File: src/hw/motion_pkg.sv
// Purpose: Shared types and constants for the indexer motion command block.
// Assumes: Commands arrive already parsed as one-cycle strobes.
// Notes: Speeds are in steps per second; one step per speed period.
package motion_pkg;

  // ==========================================================
  // Widths and limits
  localparam int SPEED_W = 15;
  localparam logic [SPEED_W-1:0] SPEED_LIMIT = 15'h4E20;
  localparam logic [7:0] AMP_MAX = 8'hFF;
  localparam logic [9:0] AMP_LIMIT = 10'h0FF;
  localparam logic [7:0] OUT_IDLE = 8'hFF;
  localparam logic [31:0] CLOCK_HZ = 32'h05F5E100;
  localparam logic [15:0] PROFILE_CYCLES = 16'h0040;
  localparam logic [31:0] RAMP_STEP = 32'h00000001;

  // ==========================================================
  // Error codes
  localparam logic [1:0] ERR_SYNTAX = 2'h0;
  localparam logic [1:0] ERR_RANGE = 2'h1;
  localparam logic [1:0] ERR_NO_CURRENT = 2'h2;

  // ==========================================================
  // Types
  typedef enum logic [2:0] {
    ST_IDLE = 3'b000,
    ST_PROFILE = 3'b001,
    ST_RUN = 3'b010,
    ST_DECEL = 3'b011
  } motion_state_t;

  typedef enum logic [1:0] {
    DIR_ANY = 2'b00,
    DIR_UP = 2'b01,
    DIR_DOWN = 2'b10
  } pass_dir_t;

  typedef struct packed {
    logic has_speed;
    logic has_sign;
    logic sign_neg;
    logic [SPEED_W-1:0] speed;
  } run_req_t;

  typedef struct packed {
    logic valid_hex;
    logic [9:0] pattern;
    logic [7:0] mask;
    logic option_bad;
    logic deferred;
    logic relative;
    pass_dir_t pass_dir;
    logic [31:0] position;
  } out_req_t;

  typedef struct packed {
    logic present;
    logic numeric;
    logic negative;
    logic [9:0] amplitude;
  } amp_req_t;

endpackage

File: src/hw/stepper_indexer_motion.sv
// Purpose: Executes infinite runs, homing, stops, current and outputs.
// Assumes: Command fields are valid in the cycle of their strobe.
// Notes: The step pulse rate follows the current speed, one step per
// period; the counter moves one count per step, except a step issued
// in the cycle of an immediate stop or master reset.
`timescale 1ns/1ps

module stepper_indexer_motion
  import motion_pkg::*;
(
  // Clock and reset
  input wire logic CLOCK,
  input wire logic RST,
  // Configuration
  input wire logic MICROSTEP,
  input wire logic CURRENT_PROGRAMMABLE,
  input wire logic FACTORY_RESTORE,
  input wire logic [SPEED_W-1:0] MAX_SPEED_SETTING,
  input wire logic [SPEED_W-1:0] MIN_SPEED_SETTING,
  input wire logic SPEED_CHANGED,
  // Commands
  input wire logic INFINITE_RUN_CMD,
  input wire run_req_t RUN_REQ,
  input wire logic RETURN_HOME_CMD,
  input wire logic DECELERATING_STOP_CMD,
  input wire logic IMMEDIATE_STOP_CMD,
  input wire logic MASTER_RESET_CMD,
  input wire logic CURRENT_AMPLITUDE_CMD,
  input wire amp_req_t AMP_REQ,
  input wire logic OUTPUT_PATTERN_CMD,
  input wire out_req_t OUT_REQ,
  input wire logic MOTOR_POWER_ON_CMD,
  input wire logic MOTOR_POWER_OFF_CMD,
  // Answers
  output logic CMD_ERROR,
  output logic [1:0] ERROR_CODE,
  output logic CMD_REFUSED,
  // Motor side
  output logic STEP,
  output logic DIRECTION_NEG,
  output logic MOVING,
  output logic MOTOR_POWER,
  output logic STANDBY_CURRENT,
  output logic [7:0] CURRENT_AMPLITUDE,
  output logic [SPEED_W-1:0] SPEED,
  output logic signed [31:0] ABSOLUTE_STEP_COUNTER,
  output logic [7:0] OUTPUTS_N
);

  motion_state_t state;
  logic [SPEED_W-1:0] target;
  logic infinite;
  logic homing;
  logic profile_stale;
  logic [15:0] prof_cnt;
  logic [31:0] step_acc;
  logic step_now;
  logic run_ok;
  logic busy;
  logic any_stop;
  logic [SPEED_W-1:0] run_speed;
  logic run_dir_neg;
  logic out_armed;
  logic [7:0] arm_pattern;
  logic [7:0] arm_mask;
  pass_dir_t arm_dir;
  logic signed [31:0] arm_pos;
  logic out_fire;
  logic move_end;

  assign busy = (state != ST_IDLE);
  assign any_stop = IMMEDIATE_STOP_CMD | MASTER_RESET_CMD;
  assign MOVING = busy;

  // ==========================================================
  // Command decode
  always_comb begin
    run_speed = MAX_SPEED_SETTING;
    if (RUN_REQ.has_speed && RUN_REQ.speed == '0) begin
      run_speed = MIN_SPEED_SETTING;
    end else if (RUN_REQ.has_speed) begin
      run_speed = RUN_REQ.speed;
    end
    run_dir_neg = DIRECTION_NEG;
    if (RUN_REQ.has_sign && !(busy && MICROSTEP)) begin
      run_dir_neg = RUN_REQ.sign_neg;
    end
  end

  // A microstep run while moving must replace an infinite run.
  assign run_ok = !busy || (MICROSTEP && infinite);
  assign out_fire = out_armed && step_now && (arm_pos ==
      (DIRECTION_NEG ? ABSOLUTE_STEP_COUNTER - 32'sd1
                     : ABSOLUTE_STEP_COUNTER + 32'sd1)) &&
      (arm_dir == DIR_ANY ||
       (arm_dir == DIR_UP && !DIRECTION_NEG) ||
       (arm_dir == DIR_DOWN && DIRECTION_NEG));

  // ==========================================================
  // Motion state machine
  always_ff @(posedge CLOCK or posedge RST) begin
    if (RST) begin
      state <= ST_IDLE;
      target <= '0;
      infinite <= 1'b0;
      homing <= 1'b0;
      DIRECTION_NEG <= 1'b0;
      SPEED <= '0;
      prof_cnt <= '0;
      move_end <= 1'b0;
    end else begin
      move_end <= 1'b0;
      if (any_stop) begin
        state <= ST_IDLE;
        SPEED <= '0;
        infinite <= 1'b0;
        homing <= 1'b0;
        move_end <= busy;
      end else begin
        case (state)
          ST_IDLE: begin
            if (INFINITE_RUN_CMD && !(MICROSTEP && RUN_REQ.has_speed &&
                RUN_REQ.speed >= SPEED_LIMIT)) begin
              target <= run_speed;
              DIRECTION_NEG <= run_dir_neg;
              infinite <= 1'b1;
              prof_cnt <= PROFILE_CYCLES;
              state <= ST_PROFILE;
            end else if (RETURN_HOME_CMD &&
                ABSOLUTE_STEP_COUNTER != 32'sd0) begin
              target <= MAX_SPEED_SETTING;
              DIRECTION_NEG <= (ABSOLUTE_STEP_COUNTER > 32'sd0);
              homing <= 1'b1;
              prof_cnt <= PROFILE_CYCLES;
              state <= ST_PROFILE;
            end
          end
          ST_PROFILE: begin
            // Recompute only after reset or when a speed setting moved, else skip.
            if (DECELERATING_STOP_CMD) begin
              // Not yet stepping, so this is below minimum speed.
              state <= ST_IDLE;
              infinite <= 1'b0;
              homing <= 1'b0;
              move_end <= 1'b1;
            end else if (!profile_stale || prof_cnt == 16'h0000) begin
              SPEED <= MIN_SPEED_SETTING;
              state <= ST_RUN;
            end else begin
              prof_cnt <= prof_cnt - 16'h0001;
            end
          end
          ST_RUN: begin
            if (DECELERATING_STOP_CMD) begin
              if (SPEED <= MIN_SPEED_SETTING) begin
                state <= ST_IDLE;
                SPEED <= '0;
                infinite <= 1'b0;
                move_end <= 1'b1;
              end else begin
                state <= ST_DECEL;
              end
            end else if (INFINITE_RUN_CMD && run_ok) begin
              target <= run_speed;
            end else if (homing && step_now &&
                ABSOLUTE_STEP_COUNTER == (DIRECTION_NEG ? 32'sd1
                                                        : -32'sd1)) begin
              state <= ST_IDLE;
              SPEED <= '0;
              homing <= 1'b0;
              move_end <= 1'b1;
            end else if (step_now && SPEED < target) begin
              SPEED <= SPEED + SPEED_W'(RAMP_STEP);
            end else if (step_now && SPEED > target) begin
              SPEED <= SPEED - SPEED_W'(RAMP_STEP);
            end
          end
          ST_DECEL: begin
            if (SPEED <= MIN_SPEED_SETTING) begin
              state <= ST_IDLE;
              SPEED <= '0;
              infinite <= 1'b0;
              homing <= 1'b0;
              move_end <= 1'b1;
            end else if (step_now) begin
              SPEED <= SPEED - SPEED_W'(RAMP_STEP);
            end
          end
          default: state <= ST_IDLE;
        endcase
      end
    end
  end

  // ==========================================================
  // Acceleration profile staleness
  always_ff @(posedge CLOCK or posedge RST) begin
    if (RST) begin
      profile_stale <= 1'b1;
    end else if (SPEED_CHANGED) begin
      profile_stale <= 1'b1;
    end else if (state == ST_PROFILE && prof_cnt == 16'h0000) begin
      profile_stale <= 1'b0;
    end
  end

  // ==========================================================
  // Step generator: phase accumulator at SPEED steps per second
  always_ff @(posedge CLOCK or posedge RST) begin
    if (RST) begin
      step_acc <= '0;
      STEP <= 1'b0;
    end else if (state == ST_RUN || state == ST_DECEL) begin
      if (step_acc + 32'(SPEED) >= CLOCK_HZ) begin
        step_acc <= step_acc + 32'(SPEED) - CLOCK_HZ;
        STEP <= 1'b1;
      end else begin
        step_acc <= step_acc + 32'(SPEED);
        STEP <= 1'b0;
      end
    end else begin
      step_acc <= '0;
      STEP <= 1'b0;
    end
  end
  assign step_now = (state == ST_RUN || state == ST_DECEL) &&
      (step_acc + 32'(SPEED) >= CLOCK_HZ);

  // ==========================================================
  // Absolute step counter
  always_ff @(posedge CLOCK or posedge RST) begin
    if (RST) begin
      ABSOLUTE_STEP_COUNTER <= '0;
    end else if (MASTER_RESET_CMD) begin
      ABSOLUTE_STEP_COUNTER <= '0;
    end else if (step_now && !any_stop) begin
      ABSOLUTE_STEP_COUNTER <= DIRECTION_NEG ?
          ABSOLUTE_STEP_COUNTER - 32'sd1 : ABSOLUTE_STEP_COUNTER + 32'sd1;
    end
  end

  // ==========================================================
  // Motor power and current
  always_ff @(posedge CLOCK or posedge RST) begin
    if (RST) begin
      MOTOR_POWER <= 1'b0;
    end else if (MOTOR_POWER_OFF_CMD) begin
      MOTOR_POWER <= 1'b0;
    end else if (MOTOR_POWER_ON_CMD || (state == ST_IDLE && !any_stop &&
        ((INFINITE_RUN_CMD) ||
         (RETURN_HOME_CMD && ABSOLUTE_STEP_COUNTER != 32'sd0)))) begin
      MOTOR_POWER <= 1'b1;
    end
  end

  // Full/half step: standby follows output bit 0; microstep: motion.
  assign STANDBY_CURRENT = MICROSTEP ? !busy : OUTPUTS_N[0];

  // Amplitude survives master reset; only factory restore or RST clears it.
  always_ff @(posedge CLOCK or posedge RST) begin
    if (RST) begin
      CURRENT_AMPLITUDE <= '0;
    end else if (FACTORY_RESTORE) begin
      CURRENT_AMPLITUDE <= '0;
    end else if (CURRENT_AMPLITUDE_CMD && CURRENT_PROGRAMMABLE &&
        AMP_REQ.present && AMP_REQ.numeric && !AMP_REQ.negative &&
        AMP_REQ.amplitude <= AMP_LIMIT) begin
      CURRENT_AMPLITUDE <= AMP_REQ.amplitude[7:0];
    end
  end

  // ==========================================================
  // Logical outputs, active low
  always_ff @(posedge CLOCK or posedge RST) begin
    if (RST) begin
      OUTPUTS_N <= OUT_IDLE;
      out_armed <= 1'b0;
      arm_pattern <= '0;
      arm_mask <= '0;
      arm_dir <= DIR_ANY;
      arm_pos <= '0;
    end else if (MASTER_RESET_CMD) begin
      OUTPUTS_N <= OUT_IDLE;
      out_armed <= 1'b0;
    end else if (!MICROSTEP && move_end) begin
      OUTPUTS_N <= OUT_IDLE;
    end else if (OUTPUT_PATTERN_CMD && OUT_REQ.valid_hex &&
        OUT_REQ.pattern <= AMP_LIMIT && !OUT_REQ.option_bad) begin
      if (MICROSTEP && OUT_REQ.deferred) begin
        out_armed <= 1'b1;
        arm_pattern <= OUT_REQ.pattern[7:0];
        arm_mask <= OUT_REQ.mask;
        arm_dir <= OUT_REQ.pass_dir;
        arm_pos <= OUT_REQ.relative ?
            ABSOLUTE_STEP_COUNTER + OUT_REQ.position : OUT_REQ.position;
      end else begin
        OUTPUTS_N <= (OUTPUTS_N & ~OUT_REQ.mask) |
            (OUT_REQ.pattern[7:0] & OUT_REQ.mask);
      end
    end else if (out_fire) begin
      OUTPUTS_N <= (OUTPUTS_N & ~arm_mask) |
          (arm_pattern & arm_mask);
      out_armed <= 1'b0;
    end
  end

  // ==========================================================
  // Error and refusal answers
  always_ff @(posedge CLOCK or posedge RST) begin
    if (RST) begin
      CMD_ERROR <= 1'b0;
      ERROR_CODE <= ERR_SYNTAX;
      CMD_REFUSED <= 1'b0;
    end else begin
      CMD_ERROR <= 1'b0;
      CMD_REFUSED <= 1'b0;
      ERROR_CODE <= ERR_SYNTAX;
      if (CURRENT_AMPLITUDE_CMD) begin
        if (MICROSTEP && !CURRENT_PROGRAMMABLE) begin
          CMD_ERROR <= 1'b1;
          ERROR_CODE <= ERR_NO_CURRENT;
        end else if (!AMP_REQ.present || !AMP_REQ.numeric ||
            AMP_REQ.negative) begin
          CMD_ERROR <= 1'b1;
        end else if (AMP_REQ.amplitude > AMP_LIMIT) begin
          CMD_ERROR <= 1'b1;
          ERROR_CODE <= ERR_RANGE;
        end
      end else if (OUTPUT_PATTERN_CMD) begin
        if (!OUT_REQ.valid_hex) begin
          CMD_ERROR <= 1'b1;
        end else if (OUT_REQ.pattern > AMP_LIMIT || OUT_REQ.option_bad) begin
          CMD_ERROR <= 1'b1;
          ERROR_CODE <= ERR_RANGE;
        end
      end else if (INFINITE_RUN_CMD) begin
        if (MICROSTEP && RUN_REQ.has_speed &&
            RUN_REQ.speed >= SPEED_LIMIT) begin
          CMD_ERROR <= 1'b1;
          ERROR_CODE <= ERR_RANGE;
        end else if (!run_ok) begin
          CMD_REFUSED <= 1'b1;
        end
      end
    end
  end

endmodule // stepper_indexer_motion

File: config.mk
export PLATFORM = sky130hd
export DESIGN_NAME = stepper_indexer_motion
export DESIGN_NICKNAME = d
export VERILOG_FILES = /design/src/hw/motion_pkg.sv /design/src/hw/stepper_indexer_motion.sv
export SDC_FILE = /design/constraint.sdc
export NUM_CORES = 1
export LEC_CHECK = 0
export ABC_AREA = 1
export BUFFER_PORTS_ARGS = -buffer_cell sky130_fd_sc_hd__clkbuf_2
export CORE_MARGIN = 2
export CORE_UTILIZATION = 45
export DETAILED_ROUTE_END_ITERATION = 16
export PLACE_DENSITY = 0.65
export SETUP_SLACK_MARGIN = 0.1
export SLEW_MARGIN = 20
export SYNTH_ARGS = -nofsm -noshare
export SYNTH_HDL_FRONTEND = slang
export SYNTH_SLANG_ARGS = --single-unit
File: constraint.sdc
create_clock -name CLOCK -period 10.3 [get_ports CLOCK]
set_input_delay 1.03 -clock CLOCK [delete_from_list [all_inputs] [get_ports CLOCK]]
set_output_delay 1.03 -clock CLOCK [all_outputs]
set_load 0.03 [all_outputs]
Yosys cells after proc, flatten, opt, wreduce, memory -nomap -nowiden:

Index checks and enable logic that the tools add are counted.

* output and inout port bits: 72
* bits in registers: 191
* word-level logic and storage cells: 278
* input bits: 132

* $lt $le $gt $ge: 10
* bitwise logic cells: 12
* add/subtract/negate cells: 8
* eq/ne operators: 34
* reduce and logical (&&, ||, !) cells: 83
* multiplexer cells: 108

Operator list (number)
* $mux 15: 17
* $mux 32: 7
* $eq 32x32->1: 2
* $mux 16: 4
* $mux 8: 7
* $mux 1: 53
* $pmux 15 s3: 1
* $logic_and 1x1->1: 34
* $add 32x15->32: 1
* $add 32x2->32 const B: 1
* $add 32x32->32: 1
* $and 8x8->8: 4
* $ge 32x27->1 const B: 1
* $gt 32x1->1 const B: 1
* $pmux 16 s2: 1
* $reduce_bool 32->1: 1
* $sub 32x2->32 const B: 1
* $sub 32x27->32 const B: 1
* $ne 3x3->1 const B: 10
* $pmux 15 s2: 1
* $mux 3: 9
* $ne 4x4->1 const B: 6
* $gt 10x8->1 const B: 2
* $le 10x8->1 const B: 2
* 39 further kinds: 87

Longest topological paths before layout:

* word-level depth: 11
* depth in mapped cells: 28
* gate-level depth less buffers: 26

Worst setup path after synthesis:

Ideal clock, no wire load.

* path kind: flip-flop to flip-flop
* start point: register SPEED[0]
* end point: register ABSOLUTE_STEP_COUNTER[4]
* clock period less this slack: 3.525 ns
* cell stages (with the launch flop): 28
* data required time: 10.168 ns
* path slack: 6.775 ns
* arrival: 3.393 ns
* cell sequence: dfrtp_1 ha_1 fa_1 nand2_1 nand2_1 nand3_1 nand2_1 xnor2_1 inv_1 ha_1 nand3b_1 nor2_1 nand3_1 nor2_1 nand3_1 nor2_1 nand4_1 nand2_1 nand3_2 nand2_4 nand2_4 nor2_2 inv_2 nand2_2 inv_2 buf_2 nand2_1 o21ai_0

* longest elaborated chain between the ends: 5

Ends and longest elaborated chain
* start, declared: line stepper_indexer_motion.sv:45 `output logic [SPEED_W-1:0] SPEED,`
* start signal, assigned: line stepper_indexer_motion.sv:173 `SPEED <= SPEED + SPEED_W'(RAMP_STEP);`
* start signal, assigned: line stepper_indexer_motion.sv:175 `SPEED <= SPEED - SPEED_W'(RAMP_STEP);`
* start signal, assigned: line stepper_indexer_motion.sv:186 `SPEED <= SPEED - SPEED_W'(RAMP_STEP);`
* $add 32x15->32: line stepper_indexer_motion.sv:227 `(step_acc + 32'(SPEED) >= CLOCK_HZ);`
* $ge 32x27->1: line stepper_indexer_motion.sv:227
* $logic_and 1x1->1: line stepper_indexer_motion.sv:226 `assign step_now = (state == ST_RUN || state == ST_DECEL) &&`
* $logic_and 1x1->1: line stepper_indexer_motion.sv:236 `end else if (step_now && !any_stop) begin`
* $reduce_bool 2->1 (no line)
* end signal, assigned: line stepper_indexer_motion.sv:237 `ABSOLUTE_STEP_COUNTER <= DIRECTION_NEG ?`
* end, declared: line stepper_indexer_motion.sv:46 `output logic signed [31:0] ABSOLUTE_STEP_COUNTER,`

Every way passes these cells.
A chain may end at the register's enable or synchronous reset.

Worst setup path in the final report:

* start point: register SPEED[2]
* end point: register ABSOLUTE_STEP_COUNTER[14]

The elaborated chain is that of the path after synthesis.

==> metrics <==
Mean Syn Cell Area 6.18 um^2; post-route ant nets 0; Critical Path Max Stage Delay 0.56 ns; pre-CTS setup slack 5.51 ns; critical path depth 27; final-report hold violation count 0; register area share after synthesis 26.9%; Slew @ Worst Pin 0.907 ns; Switch Pwr 0.000976 W; Detailed Routing Iterations Pass 1 5; vias in the first global route 18200; number of gates resized after cts 0; grt total ovfl 0; post-CTS setup buffer count 0; fillcell total 4030; I/O Pins 204; maximum vdd drop 127 uV; DR iter-0 viols 1613; pwr dens 126 nW/um^2; post-synth cell types 57; period utilization 47.6%; fin util 51.4%; crit-path leading delay family simple AND/OR/NAND/NOR gates; gpl congestion 0.973; Setup crit end kind register; Core Box Area 38700 um^2; Comb pwr share 34.2%; multi-input combinational cell area 11100 um^2; GRT Total Usage 30.3%; status finished clean; drt drc 0; largest family of logic cells by synthesized area simple AND/OR/NAND/NOR gates; htree depth 4; Synth Area in Compound Gates 12.3%; post-synthesis register bit count 190; first-pass GRT wire length 98200 um; root buf cell clkbuf_16; largest net degree at the start of global routing 124; CTS Buf Count 17; switching part of the total power 38.9%; multiplexer share of the synthesized area 0.0564%; Clk pwr share 29.6%; Post-Synth Adder-Cell Area 8.17%; FF-to-FF setup slack 5.40 ns; post-synthesis xor/xnor area fraction 2.96%; min setup slack post-route 5.40 ns; Vias per Instance 5.40; hold path depth 2; top_reg_cell synth dfrtp_1; DPL Wire Length 50400 um; worst rel slew slack 39.5%; FF-to-FF path depth 27; slowest CP cell dfrtp_1; most common cell after layout, fill and taps aside nand2_1; Die Height 203 um; setup tns final 0 ns; Area Overhead vs Synth 12.2%; Worst Hold Margin 0.482 ns; simple-gate share of the synthesized area 39.2%; Worst-Skew Late Latency 0.48 ns; cell internal pwr 0.00153 W; sequential cell area 4770 um^2; vias 19300; per-cell routed wire length 17.4 um; CP Class register to register; Synth Cell Area 17700 um^2; Post-Syn Nets 3114; Worst EP arrival 5.23 ns; die footprint 41000 um^2; CP max FO 30; crit path buf inv count 4; Post-synth EDFFs 0; Async S/R FF share, synth 100%; overall routed net length 62300 um; # setup viols final 0; nets@finish 3294; commonest cells after routing, fill and taps aside nand2_1, inv_1, nor2_1, nand3_1, clkbuf_2; CTS tree yes; Max-cap violations 0; CTS sink count 190; clock slew at reported path FFs 0.07 ns; initial antenna violation count 0; startpoint types register; layout cells sized above 1 10.4%; Worst EP required 10.63 ns; Clock Path Buffers 2; YS warnings 0; Site Rows 72; most frequent CP cell nand2_1; Die Wd 203 um; hold bufs inserted after CTS 0; HP Class register to register; Fmax 0.204 GHz; RSZ-0062 raised after global routing no; Max Slew Vio Count 0; initial core utilization 45.8%; clk_skew 0.0206 ns; P_leak 11.0 nW; Final Critical Period 4.90 ns; Gate Count Post-Synth 2868; Port Buf Inserts 203; sequential share of power 36.2%
per-layer routing:
metal,vias to the layer above,share of wire (%),global-route usage [%]
li1,9629,-,-
met1,8879,46,42.5
met2,719,44,48.4
met3,98,6.3,3.93
met4,0,3.0,10.1
met5,-,0,0
Yosys cell counts, types with 6 or more instances:
cell type    n  share of area, %
nand2_2      6              0.21
inv_2       12              0.25
xor2_1      47               2.3
nor4_1      15              0.53
dfstp_2      9               1.3
a22o_1      10              0.49
a22oi_1      8              0.34
nand3_2      7              0.40
nor2_1     237               5.0
ha_1       111               7.8
clkbuf_1    35              0.74
inv_1      416               8.8
a31oi_1      8              0.28
nand2_1    974                21
buf_2        8              0.23
a21oi_1    125               3.5
o2111ai_1    7              0.35
nand3b_1    12              0.51
dfrtp_1    181                26
o21bai_1     8              0.34
nor3_1      49               1.4
xnor2_1     13              0.64
or2_2       18              0.64
nor2_2      10              0.35
o21ai_0    164               4.6
nand3_1    231               6.5
nand4_1     59               2.1
and2_1       6              0.21
o211ai_1    18              0.76
through the flow:
stage,cells,instance area (um^2),power [W]
after CTS,3578,19900,0.00252
final,3579,19900,0.00251
after global routing,3578,19900,0.00268
after floorplan,2868,17700,0.00151
after detailed placement,3547,19200,0.00177
after global placement,3547,19200,0.00176
area by class of cell:
type                    count  share of cell area (%)
diodes                      1                  0.0126
clock buffers              19                    2.23
clock inverters            12                   0.994
inverters                 431                    8.17
multi-input cells        2195                    55.9
flip-flops and latches    190                    24.0
well taps                 518                    3.26
repair buffers            213                    5.48
cell families (layout without fill, tap and decap cells):
group                      after synthesis  count (layout)
AOI/OAI and AO/OA                      383             383
xor gates and xnor gates                60              60
adders and majority gates              114             114
buffers and inverters                  483             675
DFF                                    190             190
muxes                                    1               1
other                                    0               1
and+or+nand+nor                       1637            1637
sequential cells by signal (all words and copies together) (netlist names), 2 cells and up:
| name | flops |
|---|---|
| arm_pos | 32 |
| step_acc | 32 |
| SPEED | 15 |
| ERROR_CODE | 2 |
| arm_dir | 2 |
| arm_pattern | 8 |
| arm_mask | 8 |
| OUTPUTS_N | 8 |
| state | 2 |
| prof_cnt | 16 |
| ABSOLUTE_STEP_COUNTER | 32 |
| target | 15 |
| CURRENT_AMPLITUDE | 8 |
power by group through the flow:
stage               Clock, W  Combinational [W]  Sequential [W]
global route        0.000785           0.000975        0.000918
finish              0.000743           0.000859        0.000907
CTS                 0.000758           0.000856        0.000906
global placement           0           0.000838        0.000918
floorplan                  0           0.000580        0.000934
detailed placement         0           0.000852        0.000919
worst paths after layout:
path | from | to
setup / recovery | SPEED[2]$_DFFE_PP0P_ | ABSOLUTE_STEP_COUNTER[14]$_DFFE_PP0P_
setup reg to reg | SPEED[2]$_DFFE_PP0P_ | ABSOLUTE_STEP_COUNTER[14]$_DFFE_PP0P_
hold reg to reg | OUTPUTS_N[1]$_DFFE_PP1P_ | OUTPUTS_N[1]$_DFFE_PP1P_
hold / removal | OUTPUTS_N[1]$_DFFE_PP1P_ | OUTPUTS_N[1]$_DFFE_PP1P_
max in group asynchronous | RST | ABSOLUTE_STEP_COUNTER[7]$_DFFE_PP0P_
min in group asynchronous | RST | CURRENT_AMPLITUDE[4]$_DFFE_PP0P_
worst register-to-register path, delay by kind of cell (launching register included):
kind	cells	cell delay, ns
AOI/OAI and AO/OA	1	0.11
xor gates and xnor gates	1	0.35
adders and majority gates	2	0.73
buffers and inverters	4	0.82
DFF	1	0.56
and+or+nand+nor	19	2.22
Power figures use the tool's default switching activity.
